`src/rtl/ncr_cfg.svh`:
```
// Constants for the negate, relative call and software reset executor
`ifndef NCR_CFG_SVH
`define NCR_CFG_SVH

// ==========================================
// Opcode fields
`define NCR_NEG_OPC        7'h36
`define NCR_NEG_OPC_HI     15
`define NCR_NEG_OPC_LO     9
`define NCR_ACC_BIT        8
`define NCR_CALL_OPC       5'h1B
`define NCR_CALL_OPC_HI    15
`define NCR_CALL_OPC_LO    11
`define NCR_CALL_OFS_W     11
`define NCR_RESET_WORD     16'h00FF

// ==========================================
// Addressing
`define NCR_INDEX_MAX      8'h5F
`define NCR_ACC_SPLIT      8'h60
`define NCR_ACC_HI_BANK    4'hF
`define NCR_ACC_LO_BANK    4'h0

// ==========================================
// Status flag positions and reset value
`define NCR_ST_C           0
`define NCR_ST_DC          1
`define NCR_ST_Z           2
`define NCR_ST_OV          3
`define NCR_ST_N           4
`define NCR_ST_RESET       5'h00

// ==========================================
// Timing
`define NCR_QUARTERS       4
`define NCR_PC_STEP        21'h000002

`endif

```
`src/rtl/ncr_pkg.sv`:
```
// Types for the negate, relative call and software reset executor
package ncr_pkg;

  typedef enum logic [2:0] {
    NCR_OP_NONE        = 3'b001,
    NEGATE_REGISTER_OP = 3'b010,
    RELATIVE_CALL_OP   = 3'b100
  } ncr_op_e;

  typedef enum logic [4:0] {
    NCR_S_IDLE  = 5'b00001,
    NCR_S_Q2    = 5'b00010,
    NCR_S_Q3    = 5'b00100,
    NCR_S_Q4    = 5'b01000,
    NCR_S_FLUSH = 5'b10000
  } ncr_state_e;

endpackage : ncr_pkg

```
`src/rtl/ncr_exec.sv`:
```
// Executes negate, relative call and software reset in quarter-cycle steps
// How it works
// (RL1) Negate register to two's complement, set flags
// (RL2) Access bit picks access bank or bank register
// (RL3) Extended set, low address: indexed literal offset
// (RL4) Write result back; one word, one cycle
// (RL5) Call pushes PC+2, jumps PC+2+2n
// (RL6) Call takes two cycles, second is empty
// (RL7) Reset instruction restores all master-clear state; here only status_r is cleared, the rest is left to the core via soft_reset_r
// (RL8) Reset starts in Q2, one word, one cycle
`timescale 1ns/1ps
`include "ncr_cfg.svh"

module ncr_exec
  import ncr_pkg::*;
(
  input  wire logic        clk,
  input  wire logic        rst_n,
  input  wire logic        instr_valid,
  input  wire logic [15:0] instr,
  input  wire logic [20:0] instr_pc,
  input  wire logic [3:0]  bank_select_reg,
  input  wire logic        ext_set_en,
  input  wire logic [11:0] index_base,
  input  wire logic [7:0]  dm_rdata,
  output logic             busy_r,
  output logic [11:0]      dm_addr_r,
  output logic             dm_rd_r,
  output logic             dm_wr_r,
  output logic [7:0]       dm_wdata_r,
  output logic [4:0]       status_r,
  output logic             stack_push_r,
  output logic [20:0]      stack_top_entry_r,
  output logic             pc_load_r,
  output logic [20:0]      pc_target_r,
  output logic             soft_reset_r
);

  ncr_state_e  state_r;
  ncr_state_e  state_nxt;
  ncr_op_e     op_r;
  ncr_op_e     op_nxt;
  logic [1:0]  flush_cnt_r;
  logic        accept;
  logic        is_neg;
  logic        is_call;
  logic        is_reset;
  logic [7:0]  f_addr;
  logic [11:0] ea_nxt;
  logic [7:0]  neg_res;
  logic [20:0] ret_addr;
  logic [20:0] call_ofs;
  logic        take_neg;
  logic        take_call;
  logic        take_reset;
  logic        neg_wb;
  logic        call_load;

  // ==========================================
  // Decode
  assign accept   = instr_valid && (state_r == NCR_S_IDLE);
  assign is_neg   = instr[`NCR_NEG_OPC_HI:`NCR_NEG_OPC_LO] == `NCR_NEG_OPC;
  assign is_call  = instr[`NCR_CALL_OPC_HI:`NCR_CALL_OPC_LO] == `NCR_CALL_OPC;
  assign is_reset = instr == `NCR_RESET_WORD;
  assign f_addr   = instr[7:0];
  assign ret_addr = instr_pc + `NCR_PC_STEP;
  // Sign-extended word offset doubled into a byte offset
  assign call_ofs = {{9{instr[`NCR_CALL_OFS_W-1]}}, instr[`NCR_CALL_OFS_W-1:0], 1'b0};
  assign neg_res  = (~dm_rdata) + 8'h01;                                             // RL1

  assign take_neg   = accept && is_neg;
  assign take_call  = accept && is_call;
  assign take_reset = accept && is_reset;
  // Q3 of a running negate or call, one edge ahead of its Q4 pulse
  assign neg_wb     = (state_r == NCR_S_Q3) && (op_r == NEGATE_REGISTER_OP);
  assign call_load  = (state_r == NCR_S_Q3) && (op_r == RELATIVE_CALL_OP);

  // ==========================================
  // Effective data-memory address
  always_comb begin
    if (instr[`NCR_ACC_BIT]) begin
      ea_nxt = {bank_select_reg, f_addr};                                          // RL2
    end else if (ext_set_en && (f_addr <= `NCR_INDEX_MAX)) begin
      ea_nxt = index_base + {4'h0, f_addr};                                        // RL3
    end else if (f_addr < `NCR_ACC_SPLIT) begin
      ea_nxt = {`NCR_ACC_LO_BANK, f_addr};                                         // RL2
    end else begin
      ea_nxt = {`NCR_ACC_HI_BANK, f_addr};                                         // RL2
    end
  end

  // ==========================================
  // Quarter-cycle sequencer
  always_comb begin
    state_nxt = state_r;
    op_nxt    = op_r;
    unique case (state_r)
      NCR_S_IDLE: begin
        if (accept && (is_neg || is_call || is_reset)) begin
          state_nxt = NCR_S_Q2;
          op_nxt    = is_neg ? NEGATE_REGISTER_OP : (is_call ? RELATIVE_CALL_OP : NCR_OP_NONE);
        end
      end
      NCR_S_Q2: begin
        state_nxt = NCR_S_Q3;
      end
      NCR_S_Q3: begin
        state_nxt = NCR_S_Q4;
      end
      NCR_S_Q4: begin
        state_nxt = (op_r == RELATIVE_CALL_OP) ? NCR_S_FLUSH : NCR_S_IDLE;         // RL6
      end
      NCR_S_FLUSH: begin
        if (flush_cnt_r == 2'(`NCR_QUARTERS - 1)) begin
          state_nxt = NCR_S_IDLE;
        end
      end
      default: begin
        state_nxt = NCR_S_IDLE;
      end
    endcase
  end

  always_ff @(posedge clk) begin
    if (!rst_n) begin
      state_r <= NCR_S_IDLE;
      op_r    <= NCR_OP_NONE;
      busy_r  <= 1'b0;
    end else begin
      state_r <= state_nxt;
      op_r    <= op_nxt;
      busy_r  <= state_nxt != NCR_S_IDLE;
    end
  end

  // Empty second cycle of the call while the fetch refills
  always_ff @(posedge clk) begin
    if (!rst_n) begin
      flush_cnt_r <= 2'h0;
    end else if (state_r == NCR_S_FLUSH) begin
      flush_cnt_r <= flush_cnt_r + 2'h1;                                           // RL6
    end else begin
      flush_cnt_r <= 2'h0;
    end
  end

  // ==========================================
  // Data memory: read in Q2, write back in Q4
  always_ff @(posedge clk) begin
    if (!rst_n) begin
      dm_rd_r <= 1'b0;
      dm_wr_r <= 1'b0;
    end else begin
      dm_rd_r <= take_neg;
      dm_wr_r <= neg_wb;                                                           // RL4
    end
  end

  // Address is captured at decode and held through the write back
  always_ff @(posedge clk) begin
    if (!rst_n) begin
      dm_addr_r <= 12'h000;
    end else if (take_neg) begin
      dm_addr_r <= ea_nxt;                                                         // RL4
    end
  end

  always_ff @(posedge clk) begin
    if (!rst_n) begin
      dm_wdata_r <= 8'h00;
    end else if (neg_wb) begin
      dm_wdata_r <= neg_res;                                                       // RL4
    end
  end

  // ==========================================
  // Status flags
  always_ff @(posedge clk) begin
    if (!rst_n) begin
      status_r <= `NCR_ST_RESET;
    end else if (take_reset) begin
      status_r <= `NCR_ST_RESET;                                                   // RL7
    end else if (neg_wb) begin
      status_r[`NCR_ST_N]  <= neg_res[7];                                          // RL1
      status_r[`NCR_ST_Z]  <= neg_res == 8'h00;                                    // RL1
      status_r[`NCR_ST_C]  <= dm_rdata == 8'h00;                                   // RL1
      status_r[`NCR_ST_DC] <= dm_rdata[3:0] == 4'h0;                               // RL1
      status_r[`NCR_ST_OV] <= dm_rdata == 8'h80;                                   // RL1
    end
  end

  // ==========================================
  // Relative call: push in Q2, load PC in Q4
  always_ff @(posedge clk) begin
    if (!rst_n) begin
      stack_push_r <= 1'b0;
      pc_load_r    <= 1'b0;
    end else begin
      stack_push_r <= take_call;                                                   // RL5
      pc_load_r    <= call_load;                                                   // RL6
    end
  end

  // Return address and target are held until the next call
  always_ff @(posedge clk) begin
    if (!rst_n) begin
      stack_top_entry_r <= 21'h000000;
      pc_target_r       <= 21'h000000;
    end else if (take_call) begin
      stack_top_entry_r <= ret_addr;                                               // RL5
      pc_target_r       <= ret_addr + call_ofs;                                    // RL5
    end
  end

  // ==========================================
  // Software reset request in Q2; the core clears all other state on it
  always_ff @(posedge clk) begin
    if (!rst_n) begin
      soft_reset_r <= 1'b0;
    end else begin
      soft_reset_r <= take_reset;                                                  // RL8
    end
  end

endmodule : ncr_exec

```
`config.mk`:
```
export PLATFORM = sky130hd
export DESIGN_NAME = ncr_exec
export DESIGN_NICKNAME = d
export VERILOG_FILES = /design/src/rtl/ncr_pkg.sv /design/src/rtl/ncr_exec.sv
export VERILOG_INCLUDE_DIRS = /design/src /design/src/rtl
export SDC_FILE = /design/constraint.sdc
export NUM_CORES = 1
export LEC_CHECK = 0
export ABC_AREA = 1
export BUFFER_PORTS_ARGS = -buffer_cell sky130_fd_sc_hd__buf_4
export CAP_MARGIN = 15
export CORE_MARGIN = 2
export CORE_UTILIZATION = 30
export DETAILED_ROUTE_END_ITERATION = 7
export HOLD_SLACK_MARGIN = 0.08
export PLACE_DENSITY = 0.59
export SYNTH_ARGS = -nofsm -noshare
export SYNTH_HDL_FRONTEND = slang
export SYNTH_SLANG_ARGS = --single-unit
```
`constraint.sdc`:
```
create_clock -name clk -period 7.1 [get_ports clk]
set_clock_uncertainty 0.2 [all_clocks]
set_input_delay 0 -clock clk [delete_from_list [all_inputs] [get_ports clk]]
set_output_delay 0 -clock clk [all_outputs]
set_load 0.1 [all_outputs]
```
==> run_results.csv, run 1 <==
group,metric,value,unit
critical_path,path_buf_inv,7,
sta,finalSetupViolations,0,
routing,drcViolationCount,0,
cells_and_area,nNetsFinal,1129,
die,num_io_pins,138,
cells_and_area,mostFrequentLayoutCell,"nand2_1",
global_route,grt_pass1_vias,5839,
routing,drtIter0Drc,338,
clock_network,post_cts_buffers,0,
sta,finalHoldViolCount,0,
sta,rsz0062_at_grt,"no",
critical_path,path_max_fanout,5,
place,dp_slack,4200,ps
clock_network,clk_latency,360,ps
critical_path,cp_cell_sequence,"dlygate4sd3_1 -> buf_4 -> ha_1 -> inv_1 -> fa_1 -> inv_1 -> nand3_1 -> nand3_1 -> nand2_1 -> nand3_1 -> dlygate4sd3_1 -> nand2_1 -> dlygate4sd3_1 -> nand2_1 -> dlygate4sd3_1 -> a21oi_1",
clock_network,cts_buffers,9,
power_and_ir_drop,p_leak,3.84,nW
critical_path,crit_slowest_cell,"dlygate4sd3_1",
die,core_area,17300,um^2
sta,maxSlewViolCount,0,
clock_network,clkTransAtPathRegs,70,ps
cells_and_area,n_fill_cell,1800,
cells_and_area,syn_to_final_growth,46.2,%
clock_network,cts_resized,0,
sta,max_slew_margin,52.5,%
job,maxCapViolCount,0,
synth,seq_area_frac_synth,30.8,%
synth,syn_area,5330,um^2
synth,synthesis.instances,807,
critical_path,timing.critical_path.mode_cell,"dlygate4sd3_1",
critical_path,path_class,"input pin to register",
global_route,grt_max_degree,69,
power_and_ir_drop,peakVddDrop,0.000130,V
die,core.rowCount,48,
critical_path,r2r_slack,3770,ps
sta,worst_slack,3590,ps
sta,timing.final.crit_period,3510,ps
place,port_buffers,137,
clock_network,cts.sink_count,82,
synth,synth-seq-cells,82,
critical_path,cpPeakStageDelay,550,ps
sta,setup_tns,0,ps
routing,vias,6043,
synth,synth_area_per_cell,6.60,um^2
clock_network,clockBufferDepth,2,
run_status,run_status,"complete, no violations",
synth,ys_types,39,
die,die-area,18800,um^2
place,dp_cells,1150,
critical_path,rr_worst_depth,8,
power_and_ir_drop,power.density,159,nW/um^2
synth,yosys_warnings,0,
die,die_x,137,um
cells_and_area,layout_common_cells,"nand2_1 (155), buf_4 (138), nor2_1 (116), inv_1 (102), dlygate4sd3_1 (95)",
critical_path,crit_end,"dm_addr_r[10]",
critical_path,crit_path_start,"instr[0]",
sta,worst_slew_pin_slew,710,ps
global_route,antenna_found_initial,0,
critical_path,r2r-end,"dm_addr_r[9]",
routing,antenna_left,0,
place,place_congestion,0.941,
die,start_util,30.8,%
hold_path,hold_class,"input pin to register",
cells_and_area,final_layout_size_suffix_gt1_share,16.4,%
clock_network,cts_htree_levels,3,
critical_path,critPathTopFamily,"buffers and inverters",
cells_and_area,layoutNonFillerInstCount,1261,
clock_network,cts-root-buf,"clkbuf_16",
routing,first_pass_iters,5,
critical_path,endpoint_kind,"register",
cells_and_area,fin_util,45.0,%
critical_path,required,7120,ps
critical_path,crit_arrival,3530,ps
sta,fmax,0.285,GHz
critical_path,worstSetupPathDepth,16,
synth,synth_nets,905,
global_route,grt_overflow,0,
cells_and_area,antennaDiodeCount,0,
die,die_h,137,um
critical_path,r2r_start,"state_r[1]",
clock_network,cts_tree,"built",
global_route,grt.total_usage,19.6,%
critical_path,start_kind,"input pin",
place,place.detailed.hpwl,13200,um
routing,viasPerCell,4.79,
sta,finalCritPeriodShare,49.4,%
routing,drt-total-wl,17900,um
global_route,grt_first_pass_wirelength,29000,um
routing,drt-wirelength-per-cell,14.2,um
[cells by family after synthesis]
kind of cell             count (synthesis)  synth area share (%)
AO/OA/AOI/OAI                          150                  15.2
adder cells (fa/ha/maj)                 33                  8.04
buffers and inverters                  125                  9.45
XOR/XNOR                                29                  4.77
AND/OR/NAND/NOR                        388                  31.7
flip-flops                              82                  30.8
[area by class of cell]
class,instances,area (um^2),share of cell area [%]
well taps,225,282,3.62
multi-input cells,600,3180,40.8
inverters,105,394,5.06
clock buffers,9,225,2.89
clock inverters,7,76.3,0.980
repair buffers,233,1990,25.5
flip-flops and latches,82,1640,21.1
[how the worst min path moves through the flow]
stage / from / end / depth (start not counted)
floorplan: instr_pc[1] / stack_top_entry_r[1] / 1
global placement: instr_pc[1] / stack_top_entry_r[1] / 2
detailed placement: instr_pc[1] / stack_top_entry_r[1] / 2
CTS: instr[11] / op_r[2] / 7
global route: instr[11] / state_r[0] / 6
finish: instr[11] / op_r[2] / 7
[per-stage QoR]
| stage | hold slack, ps | total power [mW] | instance area (um^2) |
|---|---|---|---|
| floorplan | -110 | 0.646 | 5330 |
| CTS | 81.5 | 1.25 | 7790 |
| global route | 153 | 1.30 | 7790 |
| global placement | 10.3 | 0.735 | 6530 |
| finish | 87.5 | 1.24 | 7790 |
| detailed placement | 17.4 | 0.734 | 6530 |
[per-layer routing]
layer | part of all wire, % | GRT usage, % | up-vias
met5 | 0 | 0 | -
met4 | 2.3 | 6.19 | 0
met3 | 4.4 | 3.68 | 28
met2 | 46 | 33.2 | 158
met1 | 47 | 25.3 | 2762
li1 | - | - | 3095
[cells in the mapped netlist]
master / n / area share [%]
nand2_1: 155 / 11
nor2_1: 116 / 8.2
inv_1: 102 / 7.2
dfxtp_1: 82 / 31
a21oi_1: 71 / 6.7
nand3_1: 69 / 6.5
o21ai_0: 51 / 4.8
ha_1: 31 / 7.3
nand4_1: 21 / 2.5
xor2_1: 19 / 3.1
nor3_1: 10 / 0.94
xnor2_1: 10 / 1.6
buf_2: 9 / 0.85
a21o_1: 7 / 0.99
o21bai_1: 6 / 0.85
clkbuf_1: 5 / 0.35
o211ai_1: 5 / 0.70
o21ai_1: 5 / 0.47
nor2_2: 4 / 0.47
or2_2: 4 / 0.47
inv_2: 3 / 0.21
buf_1: 2 / 0.14
buf_4: 2 / 0.28
buf_6: 2 / 0.42
fa_1: 2 / 0.75
a41oi_1: 1 / 0.16
and2_1: 1 / 0.12
nand2_2: 1 / 0.12
nand3b_1: 1 / 0.14
nor2_4: 1 / 0.21
nor3_2: 1 / 0.19
nor3_4: 1 / 0.31
nor3b_1: 1 / 0.14
nor4_1: 1 / 0.12
nor4_4: 1 / 0.40
o211a_1: 1 / 0.19
o21a_1: 1 / 0.14
o22a_1: 1 / 0.16
o22ai_1: 1 / 0.12
[flip-flops by register name (all words and copies together), names as in the netlist]
name               cells
dm_addr_r             12
pc_load_r              1
soft_reset_r           1
op_r                   3
dm_wdata_r             8
flush_cnt_r            2
stack_push_r           1
pc_target_r           20
dm_rd_r                1
state_r                5
dm_wr_r                1
status_r               5
busy_r                 1
stack_top_entry_r     21
[report_power, final]
part / total [mW] / switching, mW / internal (mW)
clock: 0.479 / 0.228 / 0.251
combinational: 0.294 / 0.176 / 0.117
sequential: 0.466 / 0.00218 / 0.463
total: 1.24 / 0.407 / 0.831
[worst reg2reg max path, cell delays in order, from the launching register on]
cell and delay (ps):
dfxtp_1 350, nor4_4 370, nand2_2 140, nor2_2 460
o21ai_0 310, a21oi_1 200, dlygate4sd3_1 580, a21oi_1 70
dlygate4sd3_1 550
[what timing repair did]
action / in CTS / in global routing
hold buffers: 95 / 0
setup endpoints to repair: 0 / 0
endpoints found under the hold margin: 64 / 0
Power figures use the tool's default switching activity.
==> run 2: changes to the inputs <==
- PLACE_DENSITY: 0.59 -> 0.61
- clock period: 7.1 -> 2.8 ns (I/O delays scaled with it)
==> run_results.csv, run 2 (synthesis gave the netlist of run 1 again) <==
group,metric,value,unit
critical_path,path_class,"input pin to register",
cells_and_area,largest_register_ff_count,21,
routing,vias,6111,
routing,drt-wirelength-per-cell,14.4,um
place,place_congestion,0.924,
place,dp_slack,120,ps
critical_path,r2r_slack,260,ps
sta,rsz0062_at_grt,"yes",
power_and_ir_drop,finalPower,3.15,mW
cells_and_area,largestRegisters,"stack_top_entry_r: 21 flops, pc_target_r: 20 flops, dm_addr_r: 12 flops",
critical_path,endpoint_kind,"register",
routing,antenna_left,0,
sta,finalCritPeriodShare,94.8,%
die,start_util,30.8,%
routing,drt-total-wl,18300,um
clock_network,cts_buffers,9,
die,num_io_pins,138,
clock_network,cts.sink_count,82,
die,die_x,137,um
routing,drtIter0Drc,298,
job,maxCapViolCount,0,
cells_and_area,layout_common_cells,"buf_4 (150), nand2_1 (148), nor2_1 (113), inv_1 (100), dlygate4sd3_1 (89)",
sta,finalSetupViolations,0,
sta,timing.final.crit_period,2650,ps
critical_path,crit_slowest_cell,"dlygate4sd3_1",
sta,fmax,0.377,GHz
power_and_ir_drop,power.density,388,nW/um^2
clock_network,cts-root-buf,"clkbuf_16",
place,dp_cells,1160,
critical_path,crit_arrival,2740,ps
sta,finalHoldViolCount,0,
place,placed_area,6620,um^2
die,core.rowCount,48,
sta,worst_slew_pin_slew,603,ps
cells_and_area,syn_to_final_growth,52.1,%
sta,setup_tns,0,ps
place,port_buffers,137,
global_route,grt_pass1_vias,5788,
power_and_ir_drop,p_leak,3.99,nW
critical_path,critPathTopFamily,"buffers and inverters",
routing,drcViolationCount,0,
global_route,grt_overflow,0,
clock_network,clk_latency,340,ps
sta,max_slew_margin,59.7,%
global_route,grt_first_pass_wirelength,28800,um
cells_and_area,layoutNonFillerInstCount,1275,
run_status,run_status,"complete, no violations",
die,die_h,137,um
routing,first_pass_iters,6,
hold_path,hold_class,"input pin to register",
place,place.detailed.hpwl,13000,um
cells_and_area,fin_area,8100,um^2
critical_path,required,2890,ps
global_route,grt_max_degree,69,
routing,viasPerCell,4.79,
sta,hold_slack,88.7,ps
global_route,grt.total_usage,19.4,%
cells_and_area,mostFrequentLayoutCell,"buf_4",
cells_and_area,nNetsFinal,1142,
clock_network,clockBufferDepth,2,
cells_and_area,regMostFlops,"stack_top_entry_r",
power_and_ir_drop,peakVddDrop,0.000289,V
clock_network,cts_tree,"built",
critical_path,cpPeakStageDelay,590,ps
critical_path,path_max_fanout,3,
critical_path,cp_cell_sequence,"dlygate4sd3_1 -> buf_4 -> nor2_1 -> dlygate4sd3_1 -> nand3_1 -> nor4_1 -> dlygate4sd3_1 -> nand2_1 -> nand2_1 -> o21ai_0 -> inv_1",
die,die-area,18800,um^2
critical_path,timing.critical_path.mode_cell,"dlygate4sd3_1",
clock_network,clkTransAtPathRegs,70,ps
cells_and_area,n_fill_cell,1738,
die,core_area,17300,um^2
sta,maxSlewViolCount,0,
critical_path,start_kind,"input pin",
sta,worst_slack,145,ps
critical_path,path_buf_inv,5,
global_route,antenna_found_initial,1,
cells_and_area,final_layout_size_suffix_gt1_share,20.8,%
clock_network,cts_htree_levels,3,
cells_and_area,fin_util,46.8,%
[run 2: cell types whose count changed in the layout (fill, tap and decap cells not counted), moves of 4 or more]
| cell | delta |
|---|---|
| buf_4 | +12 |
| nand2_1 | -7 |
| dlygate4sd3_1 | -6 |
| ha_1 | -6 |
| ha_4 | +6 |
| nand2_2 | +6 |
| dlymetal6s4s_1 | +4 |
| xor2_1 | -4 |
| xor2_2 | +4 |
[run 2: what timing repair did]
item	4_1_cts	5_1_grt
setup buffers	0	5
endpoints found under the hold margin	64	0
gates resized for setup	0	47
hold buffers	93	0
endpoints found under the setup margin	0	11
[run 2: worst paths after layout]
check / startpoint / endpoint / depth (start not counted)
setup / recovery: instr[9] / state_r[1] / 11
hold / removal: instr_pc[7] / stack_top_entry_r[7] / 5
setup reg to reg: state_r[1] / stack_top_entry_r[0] / 8
hold reg to reg: flush_cnt_r[0] / flush_cnt_r[0] / 1
[run 2: tightest hold or removal path, stage by stage]
cell	delay [ps]
dlymetal6s4s_1	180
buf_6	120
xor2_1	120
nor2_1	110
nor2_1	50
[run 2: report_power, final]
group	total, mW	internal (mW)	switching, mW	leakage, nW
clock	1.16	0.635	0.522	0.143
sequential	1.18	1.18	0.00535	0.661
combinational	0.808	0.338	0.470	3.19
[run 2: final cells by class]
type / count / area, um^2 / share of cell area, %
Clock buffer: 10 / 239 / 2.95
Clock inverter: 6 / 48.8 / 0.602
Inverter: 105 / 394 / 4.86
Sequential cell: 82 / 1640 / 20.3
Timing Repair Buffer: 246 / 2110 / 26.0
Multi-Input combinational cell: 600 / 3380 / 41.8
Tap cell: 225 / 282 / 3.47
Antenna cell: 1 / 2.50 / 0.0309
[run 2: routing by layer]
layer / global-route usage, % / vias up / part of all wire [%]
met1: 25.3 / 2764 / 46
met3: 3.94 / 30 / 6.0
li1: - / 3126 / -
met2: 32.3 / 191 / 46
met5: 0 / - / 0
met4: 5.90 / 0 / 2.1
